===== src/include/tsf_pkg.sv =====
// constants, register layouts and carrier types of the track spread formatter
// assumes one 50 MHz clock and a same-clock 1553 word decoder feeding the monitor port
package tsf_pkg;

   // -----------------------------------------------------------------
   // geometry and timing
   // -----------------------------------------------------------------
   localparam int MAX_TRACKS = 4;
   localparam int WORD_BITS = 24;
   localparam int CLK_HZ = 50_000_000;
   localparam int MIN_SCR_RATE_BPS = 200_000;
   // half-bit length in clocks above which scrambled rate is below the minimum
   localparam int MAX_SCR_HALF_CYCLES = CLK_HZ / (2 * MIN_SCR_RATE_BPS);

   // -----------------------------------------------------------------
   // word patterns
   // -----------------------------------------------------------------
   localparam logic [23:0] SYNC_WORD = 24'hFA_F320;
   localparam logic [15:0] FILL_INFO = 16'hAAAA;
   localparam logic [15:0] OVF_INFO = 16'h0000;
   localparam logic [15:0] CRC_POLY = 16'h8005;
   localparam logic [15:0] CRC_INIT = 16'h0000;

   // content identification labels
   localparam logic [3:0] LBL_CMD_A = 4'hF;
   localparam logic [3:0] LBL_STAT_A = 4'hE;
   localparam logic [3:0] LBL_DATA_A = 4'hD;
   localparam logic [3:0] LBL_ERR_A = 4'hC;
   localparam logic [3:0] LBL_CMD_B = 4'hB;
   localparam logic [3:0] LBL_STAT_B = 4'hA;
   localparam logic [3:0] LBL_DATA_B = 4'h9;
   localparam logic [3:0] LBL_ERR_B = 4'h8;
   localparam logic [3:0] LBL_TIME_HI = 4'h7;
   localparam logic [3:0] LBL_TIME_LO = 4'h6;
   localparam logic [3:0] LBL_TIME_US = 4'h5;
   localparam logic [3:0] LBL_CRC = 4'h2;
   localparam logic [3:0] LBL_FILL = 4'h1;
   localparam logic [3:0] LBL_OVF = 4'h0;
   localparam int TIME_WORDS = 3;

   // -----------------------------------------------------------------
   // register map (byte offsets) and reset values
   // -----------------------------------------------------------------
   localparam logic [7:0] ADR_CTRL = 8'h00;
   localparam logic [7:0] ADR_FRAME_LEN = 8'h04;
   localparam logic [7:0] ADR_HALF_DIV = 8'h08;
   localparam logic [7:0] ADR_TIME_HI = 8'h0C;
   localparam logic [7:0] ADR_TIME_LO = 8'h10;
   localparam logic [7:0] ADR_TIME_US = 8'h14;
   localparam logic [7:0] ADR_STATUS = 8'h18;
   localparam logic [7:0] ADR_ERR_CNT = 8'h1C;

   localparam logic [8:0] FRAME_LEN_RST = 9'h100;
   localparam logic [8:0] FRAME_LEN_MIN = 9'h081;
   localparam logic [8:0] FRAME_LEN_MAX = 9'h1FF;
   localparam logic [15:0] HALF_DIV_RST = 16'h0031;
   localparam logic [15:0] ERR_CNT_MAX = 16'hFFFF;

   // -----------------------------------------------------------------
   // carrier types
   // -----------------------------------------------------------------
   typedef struct packed {
      logic [19:0] rsvd_hi;
      logic [3:0] bus_id;
      logic rsvd_lo;
      logic par_en;
      logic scramble;
      logic crc_en;
      logic ft_en;
      logic [1:0] tk_m1;
      logic enable;
   } ctrl_reg_t;

   typedef struct packed {
      logic [15:0] rsvd_hi;
      logic [7:0] fifo_level;
      logic [4:0] rsvd_lo;
      logic running;
      logic rate_warn;
      logic overflow;
   } status_reg_t;

   typedef enum logic [1:0] {
      KIND_CMD = 2'b00,
      KIND_STAT = 2'b01,
      KIND_DATA = 2'b10
   } mon_kind_t;

   // decoded word from the bus receiver, sync and parity already removed
   typedef struct packed {
      logic valid;
      logic chan_b;
      mon_kind_t kind;
      logic err_sync;
      logic err_manchester;
      logic err_parity;
      logic err_noncontig;
      logic err_bitcount;
      logic [15:0] info;
   } mon_word_t;

   typedef struct packed {
      logic [3:0] ident;
      logic [3:0] label;
      logic [15:0] info;
   } tagged_word_t;

   typedef enum logic [1:0] {
      ST_IDLE = 2'b00,
      ST_RUN = 2'b01
   } run_state_t;

endpackage


===== src/core/track_serializer.sv =====
// one track stream: 24-bit shifter, running frame check sequence and line coder
// assumes shared half-bit enables from the formatter; all tracks see the same ones
module track_serializer (
   input wire logic clk_i,
   input wire logic resetn_i,
   input wire logic active_i,
   input wire logic mid_en_i,
   input wire logic bit_en_i,
   input wire logic load_i,
   input wire logic [23:0] word_i,
   input wire logic acc_i,
   input wire logic crc_clr_i,
   input wire logic scramble_i,
   output logic line_o,
   output logic [15:0] crc_o
);

   typedef struct packed {
      logic [23:0] sr;
      logic acc;
      logic [15:0] crc;
      logic [14:0] hist;
      logic line;
   } ser_state_t;

   ser_state_t s;
   ser_state_t next_s;
   logic new_bit;
   logic scr_bit;

   function automatic logic [15:0] crc_step(input logic [15:0] c, input logic b);
      logic fb;
      fb = b ^ c[15];
      crc_step = {c[14:0], 1'b0} ^ (fb ? tsf_pkg::CRC_POLY : 16'h0000);
   endfunction

   // includes the bit now on the line so a CRC word loaded this edge is complete
   assign crc_o = s.acc ? crc_step(s.crc, s.sr[23]) : s.crc;
   assign line_o = s.line;

   always_comb begin
      next_s = s;
      new_bit = load_i ? word_i[23] : s.sr[22];
      scr_bit = new_bit ^ s.hist[13] ^ s.hist[14];
      if (!active_i) begin
         next_s = '0;
      end else if (bit_en_i) begin
         next_s.crc = crc_clr_i ? tsf_pkg::CRC_INIT : crc_o;
         if (load_i) begin
            next_s.sr = word_i;
            next_s.acc = acc_i;
         end else begin
            next_s.sr = {s.sr[22:0], 1'b0};
         end
         if (scramble_i) begin
            next_s.hist = {s.hist[13:0], scr_bit};
            next_s.line = scr_bit;
         end else begin
            next_s.line = new_bit;
         end
      end else if (mid_en_i && !scramble_i) begin
         // bi-phase level: second half of every cell is the inverse
         next_s.line = ~s.sr[23];
      end
   end

   always_ff @(posedge clk_i or negedge resetn_i) begin
      if (!resetn_i) begin
         s <= '0;
      end else begin
         s <= next_s;
      end
   end

endmodule // track_serializer


===== src/core/track_spread_formatter.sv =====
// track spread PCM formatter: monitor intake, word buffer, framing and register slave
// assumes a classic Wishbone master and a 1553 word decoder on the same clock
module track_spread_formatter #(
   parameter int FIFO_DEPTH = 16,
   parameter int FIFO_AW = 4
) (
   input wire logic clk_i,
   input wire logic resetn_i,
   input wire logic wb_cyc_i,
   input wire logic wb_stb_i,
   input wire logic wb_we_i,
   input wire logic [7:0] wb_adr_i,
   input wire logic [3:0] wb_sel_i,
   input wire logic [31:0] wb_dat_i,
   output logic wb_ack_o,
   output logic [31:0] wb_dat_o,
   input wire tsf_pkg::mon_word_t mon_i,
   output logic [tsf_pkg::MAX_TRACKS-1:0] track_line_o,
   output logic bit_clk_o,
   output logic overflow_o
);

   localparam int NT = tsf_pkg::MAX_TRACKS;

   // -----------------------------------------------------------------
   // parameter check
   // -----------------------------------------------------------------
   if (FIFO_AW < 1 || FIFO_AW > 7 || FIFO_DEPTH != (1 << FIFO_AW)) begin : g_bad_fifo
      $error("fifo depth must be a power of two from 2 to 128");
   end

   typedef struct packed {
      tsf_pkg::run_state_t st;
      logic ack;
      logic [31:0] rdat;
      tsf_pkg::ctrl_reg_t ctrl;
      logic [8:0] frame_len;
      logic [15:0] half_div;
      logic [15:0] t_hi;
      logic [15:0] t_lo;
      logic [15:0] t_us;
      logic ovf_sticky;
      logic ovf_pending;
      logic [15:0] err_cnt;
      logic [15:0] div_cnt;
      logic phase;
      logic [4:0] word_bit;
      logic [8:0] word_idx;
      logic [FIFO_DEPTH-1:0][23:0] mem;
      logic [FIFO_AW-1:0] wp;
      logic [FIFO_AW-1:0] rp;
      logic [FIFO_AW:0] cnt;
   } state_t;

   state_t s;
   state_t next_s;

   logic running;
   logic half_en;
   logic mid_en;
   logic bit_en;
   logic [4:0] stagger;
   logic [NT-1:0] load;
   logic [1:0] lk;
   logic [10:0] slot;
   logic [23:0] load_word;
   logic load_acc;
   logic load_clr;
   logic pop;
   logic push;
   logic [23:0] push_word;
   logic [NT-1:0][15:0] crc;
   logic wb_hit;
   logic wb_wr;
   logic [31:0] wr_merge;
   logic [31:0] cur_reg;
   logic mon_err;
   logic [3:0] mon_label;
   tsf_pkg::status_reg_t status;

   // -----------------------------------------------------------------
   // helpers
   // -----------------------------------------------------------------
   function automatic logic [23:0] tag_word(input logic [3:0] id, input logic par_en,
                                            input logic [3:0] label, input logic [15:0] info);
      tsf_pkg::tagged_word_t w;
      w.ident = id;
      w.label = label;
      w.info = info;
      // parity option trades the top ident bit for odd parity over the word
      if (par_en) begin
         w.ident[3] = ~^{w.ident[2:0], w.label, w.info};
      end
      tag_word = w;
   endfunction

   function automatic logic [31:0] merge(input logic [31:0] old, input logic [31:0] nw,
                                         input logic [3:0] sel);
      for (int b = 0; b < 4; b++) begin
         merge[b*8 +: 8] = sel[b] ? nw[b*8 +: 8] : old[b*8 +: 8];
      end
   endfunction

   // -----------------------------------------------------------------
   // track serializers, one per possible track, on the common bit enables
   // -----------------------------------------------------------------
   for (genvar k = 0; k < NT; k++) begin : g_track
      track_serializer u_ser (
         .clk_i(clk_i),
         .resetn_i(resetn_i),
         .active_i(running && (k <= int'(s.ctrl.tk_m1))),
         .mid_en_i(mid_en),
         .bit_en_i(bit_en),
         .load_i(load[k]),
         .word_i(load_word),
         .acc_i(load_acc),
         .crc_clr_i(load_clr),
         .scramble_i(s.ctrl.scramble),
         .line_o(track_line_o[k]),
         .crc_o(crc[k])
      );
   end

   assign wb_ack_o = s.ack;
   assign wb_dat_o = s.rdat;
   assign bit_clk_o = s.phase;
   assign overflow_o = s.ovf_sticky;

   always_comb begin
      next_s = s;
      running = (s.st == tsf_pkg::ST_RUN);

      // -----------------------------------------------------------------
      // bit timing: one divider, half-bit enables shared by every track
      // -----------------------------------------------------------------
      half_en = running && (s.div_cnt == s.half_div);
      mid_en = half_en && !s.phase;
      bit_en = half_en && s.phase;
      stagger = 5'(tsf_pkg::WORD_BITS / (int'(s.ctrl.tk_m1) + 1));

      // each track loads at its own offset inside the shared word period
      load = '0;
      lk = '0;
      for (int k = 0; k < NT; k++) begin
         if (bit_en && k <= int'(s.ctrl.tk_m1) && s.word_bit == 5'(k * int'(stagger))) begin
            load[k] = 1'b1;
            lk = 2'(k);
         end
      end

      // position of this word in the rotation after the sync words
      slot = 11'((int'(s.word_idx) - 1) * (int'(s.ctrl.tk_m1) + 1) + int'(lk));

      pop = 1'b0;
      load_acc = 1'b1;
      load_clr = 1'b0;
      if (s.word_idx == '0) begin
         load_word = tsf_pkg::SYNC_WORD;
         load_acc = 1'b0;
         load_clr = 1'b1;
      end else if (s.ctrl.crc_en && s.word_idx == s.frame_len - 9'd1) begin
         load_word = tag_word(s.ctrl.bus_id, s.ctrl.par_en, tsf_pkg::LBL_CRC, crc[lk]);
         load_acc = 1'b0;
      end else if (s.ctrl.ft_en && slot < 11'(tsf_pkg::TIME_WORDS)) begin
         // slot 0/1/2 land on streams one/two/three when four tracks are used
         case (slot[1:0])
            2'b00: load_word = tag_word(s.ctrl.bus_id, s.ctrl.par_en,
                                        tsf_pkg::LBL_TIME_HI, s.t_hi);
            2'b01: load_word = tag_word(s.ctrl.bus_id, s.ctrl.par_en,
                                        tsf_pkg::LBL_TIME_LO, s.t_lo);
            default: load_word = tag_word(s.ctrl.bus_id, s.ctrl.par_en,
                                          tsf_pkg::LBL_TIME_US, s.t_us);
         endcase
      end else if (s.cnt != '0) begin
         load_word = s.mem[s.rp];
         pop = |load;
      end else begin
         load_word = tag_word(s.ctrl.bus_id, s.ctrl.par_en, tsf_pkg::LBL_FILL,
                              tsf_pkg::FILL_INFO);
      end

      // -----------------------------------------------------------------
      // frame sequencing
      // -----------------------------------------------------------------
      case (s.st)
         tsf_pkg::ST_IDLE: begin
            next_s.div_cnt = '0;
            next_s.phase = 1'b0;
            next_s.word_bit = '0;
            next_s.word_idx = '0;
            if (s.ctrl.enable) begin
               next_s.st = tsf_pkg::ST_RUN;
            end
         end
         tsf_pkg::ST_RUN: begin
            if (!s.ctrl.enable) begin
               next_s.st = tsf_pkg::ST_IDLE;
            end
            next_s.div_cnt = half_en ? '0 : s.div_cnt + 16'd1;
            if (half_en) begin
               next_s.phase = ~s.phase;
            end
            if (bit_en) begin
               if (s.word_bit == 5'(tsf_pkg::WORD_BITS - 1)) begin
                  next_s.word_bit = '0;
                  // one frame length shared by every track of the bus
                  next_s.word_idx = (s.word_idx == s.frame_len - 9'd1) ? '0 :
                                    s.word_idx + 9'd1;
               end else begin
                  next_s.word_bit = s.word_bit + 5'd1;
               end
            end
         end
         default: begin
            next_s.st = tsf_pkg::ST_IDLE;
         end
      endcase

      // -----------------------------------------------------------------
      // monitor intake: listen only, nothing is ever driven toward the bus
      // -----------------------------------------------------------------
      mon_err = mon_i.err_sync | mon_i.err_manchester | mon_i.err_parity |
                mon_i.err_noncontig | mon_i.err_bitcount;
      case (mon_i.kind)
         tsf_pkg::KIND_CMD: mon_label = mon_i.chan_b ? tsf_pkg::LBL_CMD_B : tsf_pkg::LBL_CMD_A;
         tsf_pkg::KIND_STAT: mon_label = mon_i.chan_b ? tsf_pkg::LBL_STAT_B : tsf_pkg::LBL_STAT_A;
         default: mon_label = mon_i.chan_b ? tsf_pkg::LBL_DATA_B : tsf_pkg::LBL_DATA_A;
      endcase
      if (mon_err) begin
         mon_label = mon_i.chan_b ? tsf_pkg::LBL_ERR_B : tsf_pkg::LBL_ERR_A;
      end

      push = 1'b0;
      push_word = tag_word(s.ctrl.bus_id, s.ctrl.par_en, mon_label, mon_i.info);
      if (s.ovf_pending) begin
         // discontinuity marker goes in as an extra word once room returns
         if (s.cnt < (FIFO_AW + 1)'(FIFO_DEPTH) || pop) begin
            push = 1'b1;
            push_word = tag_word(s.ctrl.bus_id, s.ctrl.par_en, tsf_pkg::LBL_OVF,
                                 tsf_pkg::OVF_INFO);
            next_s.ovf_pending = mon_i.valid;
         end
      end else if (mon_i.valid) begin
         if (s.cnt < (FIFO_AW + 1)'(FIFO_DEPTH) || pop) begin
            push = 1'b1;
         end else begin
            next_s.ovf_pending = 1'b1;
         end
      end
      if (mon_i.valid && mon_err && s.err_cnt != tsf_pkg::ERR_CNT_MAX) begin
         next_s.err_cnt = s.err_cnt + 16'd1;
      end

      // -----------------------------------------------------------------
      // word buffer
      // -----------------------------------------------------------------
      if (push) begin
         next_s.mem[s.wp] = push_word;
         next_s.wp = s.wp + FIFO_AW'(1);
      end
      if (pop) begin
         next_s.rp = s.rp + FIFO_AW'(1);
      end
      next_s.cnt = s.cnt + (FIFO_AW + 1)'(push) - (FIFO_AW + 1)'(pop);

      // -----------------------------------------------------------------
      // register slave
      // -----------------------------------------------------------------
      status = '0;
      status.overflow = s.ovf_sticky;
      status.rate_warn = s.ctrl.scramble &&
                         (int'(s.half_div) + 1 > tsf_pkg::MAX_SCR_HALF_CYCLES);
      status.running = running;
      status.fifo_level = 8'(s.cnt);

      wb_hit = wb_cyc_i && wb_stb_i && !s.ack;
      wb_wr = wb_hit && wb_we_i;
      next_s.ack = wb_hit;
      case ({wb_adr_i[7:2], 2'b00})
         tsf_pkg::ADR_CTRL: cur_reg = 32'(s.ctrl);
         tsf_pkg::ADR_FRAME_LEN: cur_reg = 32'(s.frame_len);
         tsf_pkg::ADR_HALF_DIV: cur_reg = 32'(s.half_div);
         tsf_pkg::ADR_TIME_HI: cur_reg = 32'(s.t_hi);
         tsf_pkg::ADR_TIME_LO: cur_reg = 32'(s.t_lo);
         tsf_pkg::ADR_TIME_US: cur_reg = 32'(s.t_us);
         tsf_pkg::ADR_STATUS: cur_reg = 32'(status);
         tsf_pkg::ADR_ERR_CNT: cur_reg = 32'(s.err_cnt);
         default: cur_reg = 32'h0000_0000;
      endcase
      if (wb_hit) begin
         next_s.rdat = wb_we_i ? 32'h0000_0000 : cur_reg;
      end
      wr_merge = merge(cur_reg, wb_dat_i, wb_sel_i);

      if (mon_i.valid && !push && !s.ovf_pending) begin
         next_s.ovf_sticky = 1'b1;
      end else if (wb_wr && {wb_adr_i[7:2], 2'b00} == tsf_pkg::ADR_STATUS &&
                   wb_sel_i[0] && wb_dat_i[0]) begin
         next_s.ovf_sticky = 1'b0;
      end

      if (wb_wr) begin
         case ({wb_adr_i[7:2], 2'b00})
            tsf_pkg::ADR_CTRL: begin
               next_s.ctrl = wr_merge;
               next_s.ctrl.rsvd_hi = '0;
               next_s.ctrl.rsvd_lo = 1'b0;
            end
            tsf_pkg::ADR_FRAME_LEN: begin
               if (wr_merge[8:0] >= tsf_pkg::FRAME_LEN_MIN &&
                   wr_merge[8:0] <= tsf_pkg::FRAME_LEN_MAX && wr_merge[31:9] == '0) begin
                  next_s.frame_len = wr_merge[8:0];
               end
            end
            tsf_pkg::ADR_HALF_DIV: next_s.half_div = wr_merge[15:0];
            tsf_pkg::ADR_TIME_HI: next_s.t_hi = wr_merge[15:0];
            tsf_pkg::ADR_TIME_LO: next_s.t_lo = wr_merge[15:0];
            tsf_pkg::ADR_TIME_US: next_s.t_us = wr_merge[15:0];
            tsf_pkg::ADR_ERR_CNT: begin
               if (!(mon_i.valid && mon_err)) begin
                  next_s.err_cnt = '0;
               end
            end
            default: begin
            end
         endcase
      end
   end

   always_ff @(posedge clk_i or negedge resetn_i) begin
      if (!resetn_i) begin
         s <= '0;
         s.frame_len <= tsf_pkg::FRAME_LEN_RST;
         s.half_div <= tsf_pkg::HALF_DIV_RST;
      end else begin
         s <= next_s;
      end
   end

endmodule // track_spread_formatter


===== config.mk =====
export PLATFORM = sky130hd
export DESIGN_NAME = track_spread_formatter
export DESIGN_NICKNAME = d
export VERILOG_FILES = /design/src/include/tsf_pkg.sv /design/src/core/track_serializer.sv /design/src/core/track_spread_formatter.sv
export SDC_FILE = /design/constraint.sdc
export NUM_CORES = 2
export LEC_CHECK = 0
export BUFFER_PORTS_ARGS = -buffer_cell sky130_fd_sc_hd__buf_4
export CAP_MARGIN = 10
export CORE_MARGIN = 1.5
export CORE_UTILIZATION = 60
export CTS_CLUSTER_DIAMETER = 120
export CTS_CLUSTER_SIZE = 14
export DETAILED_ROUTE_END_ITERATION = 7
export GPL_TIMING_DRIVEN = 1
export HOLD_SLACK_MARGIN = 0.03
export PLACE_DENSITY = 0.79
export REMOVE_ABC_BUFFERS = 1
export SYNTH_ARGS = -nofsm -noshare
export SYNTH_HDL_FRONTEND = slang
export SYNTH_SLANG_ARGS = --single-unit

===== constraint.sdc =====
create_clock -name clk_i -period 24.9 [get_ports clk_i]
set_input_delay 1.245 -clock clk_i [delete_from_list [all_inputs] [get_ports clk_i]]
set_output_delay 1.245 -clock clk_i [all_outputs]
set_load 0.005 [all_outputs]

==> results.cfg <==
[logic_synthesis]
synth_top_family_by_area = compound AO/OA/AOI/OAI gates
synth-async-reset-ratio = 1.00
syn_inst = 4089
ys_seq_area_frac = 0.483
muxShareOfSynthArea = 0.114
yosys.cell_types.count = 89
ys.flop_type = dfrtp_1
synth_simple_gate_area_frac = 0.132
synth.avg_cell_area_um2 = 9.83
netlist_area_um2 = 40200
ys_warn_count = 0
synth_seq_cells = 776
synth_compound_area_frac = 0.163
synth_edf_count = 0
synth-xor-area-share = 0.0430
yosys.area_share.adder = 0.0204

[detailed_routing]
drc = 3
drt_iter0_markers = 3446
via_per_inst = 6.35
detailroute.via_count = 30800
ant_nets = 0
wl_per_cell_um = 21.4
dr.pass1.iters = 8
wl_mm = 104

[sta]
fmax_mhz = 96.3
fin_crit_sh = 0.417
worst_slack_ps = 14510
finalCriticalPeriod_ps = 10390
holdWs_ps = 419
slew_viol_final = 0
slew_headroom = 0.177
tightestPinTransition_ps = 1230
rsz0062_at_grt = false
setup_viol = 0
finalSetupTns_ps = 0
skew_ps = 52.6
hold_violations = 0

[clocking]
numCtsBuffers = 61
cts.sinks = 776
cts_buffer_depth = 3
cts_setup_buffers = 0
cts_tree = done
root_buffer = clkbuf_16
cts_max_level = 2
cts_resized = 0
clk_latency_ps = 680
postCtsHoldBufs = 0
clkTransAtPathRegs_ps = 70

[die]
start_util = 0.609
fp.dieW_um = 262
io_pins = 113
rows = 94
die_area_um2 = 68500
core_region_area_um2 = 66000
die_h_um = 262

[grt]
grt_pass1_vias = 29800
grt_overflow_total = 0
antenna_found_initial = 1
grt_max_degree = 165
track_usage = 0.307
grt_pass1_wl_mm = 165

[setup_path]
cp.arrival_ps = 10950
reg2reg_to = s[155]
cpPeakStageDelay_ps = 1120
worst_path_most_repeated_cell = a21oi_1
required_ps = 25460
endpoint_kind = flip-flop
crit_path_start_kind = flip-flop
rrSetupSlack_ps = 14510
reg2regPathDepth = 31
path_class = flip-flop to flip-flop
crit_slowest_cell = nand3_2
worstReg2RegStart = s[520]
worstPathMaxFanout = 44

[status]
violations = design-rule violations
outcome = finished, violations left

[cells_and_area]
final_area_um2 = 42800
fillCellCount = 5149
diodes = 0
syn2layout_area_growth_pct = 6.60
drive_gt1_frac = 0.118
fin_nets = 4111

[hold_path]
hp-class = flip-flop to flip-flop
min-delay-start = s[519]
hold_end = s[584]
holdPathStages = 0

[placed_design]
dpl.hpwl_mm = 66.0
finalWeightedCongestion = 0.916
postPlaceCellArea_um2 = 41200
io_buffers = 94
post-place-ws_ps = 14670

[power_and_ir_drop]
ir_drop_mv = 0.0691
powerDensity_nw_per_um2 = 74.1
p_leak_nw = 18.5

[run]
cap_violations = 0
## stage by stage
step	cells	utilization	total power, W
2_1_floorplan	3754	-	0.00204
3_3_place_gp	4777	0.624	0.00225
3_5_place_dp	4777	0.624	0.00230
4_1_cts	4853	0.649	0.00318
5_1_grt	4854	0.649	0.00333
6_report	4854	0.649	0.00318
## flip-flops by register name, indices dropped and copies added (netlist names)
register	count
g_track.u_ser.line_o	4
s	529
g_track.u_ser.s	224
bit_clk_o	1
wb_dat_o	16
wb_ack_o	1
overflow_o	1
## metal layers
metal,part of all wire,track usage,wire [µm],vias to the layer above
li1,-,-,-,14100
met1,0.42,0.422,43900,15300
met2,0.47,0.495,48900,1168
met3,0.071,0.0472,7360,245
met4,0.038,0.117,3970,0
met5,0,0,0,-
## synth_stat cells (all sizes together) (24+ instances only)
library cell	count	area, µm²
a22o	68	596
o21ai	563	2830
ha	51	638
nor2b	24	150
mux2	91	1020
xnor2	136	1210
buf	89	508
nand3	117	591
nand2	683	2560
inv	86	323
a21oi	186	938
mux4	96	2160
mux2i	138	1390
clkbuf	261	980
a22oi	84	631
nor3	35	175
nand2b	24	150
dfrtp	772	19300
xor2	54	473
nor2	196	738
nand4	30	188
a211oi	26	213
## area by class of cell
class	count	area [µm²]	share of cell area
clock inverter	4	85.1	0.00199
tap	864	1080	0.0252
clock buffer	72	1570	0.0366
timing repair buffer	160	1240	0.0290
inverter	87	327	0.00762
multi-input combinational	2891	19100	0.446
sequential	776	19400	0.454
## worst max-delay path: cells and delay by family (launching register included)
family | cells | cell delay, ps
muxes | 2 | 730
DFF | 1 | 520
buffers and inverters | 4 | 960
and+or+nand+nor | 8 | 3090
adders and majority gates | 3 | 1530
AOI/OAI and AO/OA | 14 | 3360
## layout by cell type, fill, tap and decap left out, drive strengths merged, types with 16 or more instances in the layout
cell type | synthesis | layout
dfrtp | 772 | 772
nand2 | 683 | 683
o21ai | 563 | 563
nor2 | 196 | 196
a21oi | 186 | 186
buf | 89 | 160
mux2i | 138 | 138
xnor2 | 136 | 136
nand3 | 117 | 117
mux4 | 96 | 96
mux2 | 91 | 91
inv | 86 | 87
a22oi | 84 | 84
clkbuf | 261 | 72
a22o | 68 | 68
xor2 | 54 | 54
ha | 51 | 51
nor3 | 35 | 35
nand4 | 30 | 30
a211oi | 26 | 26
nor2b | 24 | 24
nand2b | 24 | 24
and3 | 22 | 22
o211ai | 21 | 21
and2 | 17 | 17
conb | 1 | 16
## power by group
part | switching, W | internal, W
logic | 0.000389 | 0.000263
clock network | 0.000448 | 0.000441
registers | 0.000140 | 0.00149
total | 0.000977 | 0.00220
## how the worst max path moves through the flow
stage / startpoint / to / slack [ps] / depth (start not counted)
final: s[520] / s[155] / 14510 / 31
after global routing: s[520] / s[155] / 13820 / 31
after CTS: s[520] / s[152] / 14650 / 31
after detailed placement: s[520] / s[155] / 14670 / 31
after global placement: s[520] / s[152] / 14890 / 31
after floorplan: s[520] / s[348] / 13690 / 28
## cell families after synthesis
family                   after synthesis
AO/OA/AOI/OAI                       1085
AND/OR/NAND/NOR                     1213
adder cells (fa/ha/maj)               60
XOR/XNOR                             192
buffers and inverters                437
other                                  1
multiplexers                         325
flip-flops                           776
Power figures use the tool's default switching activity.
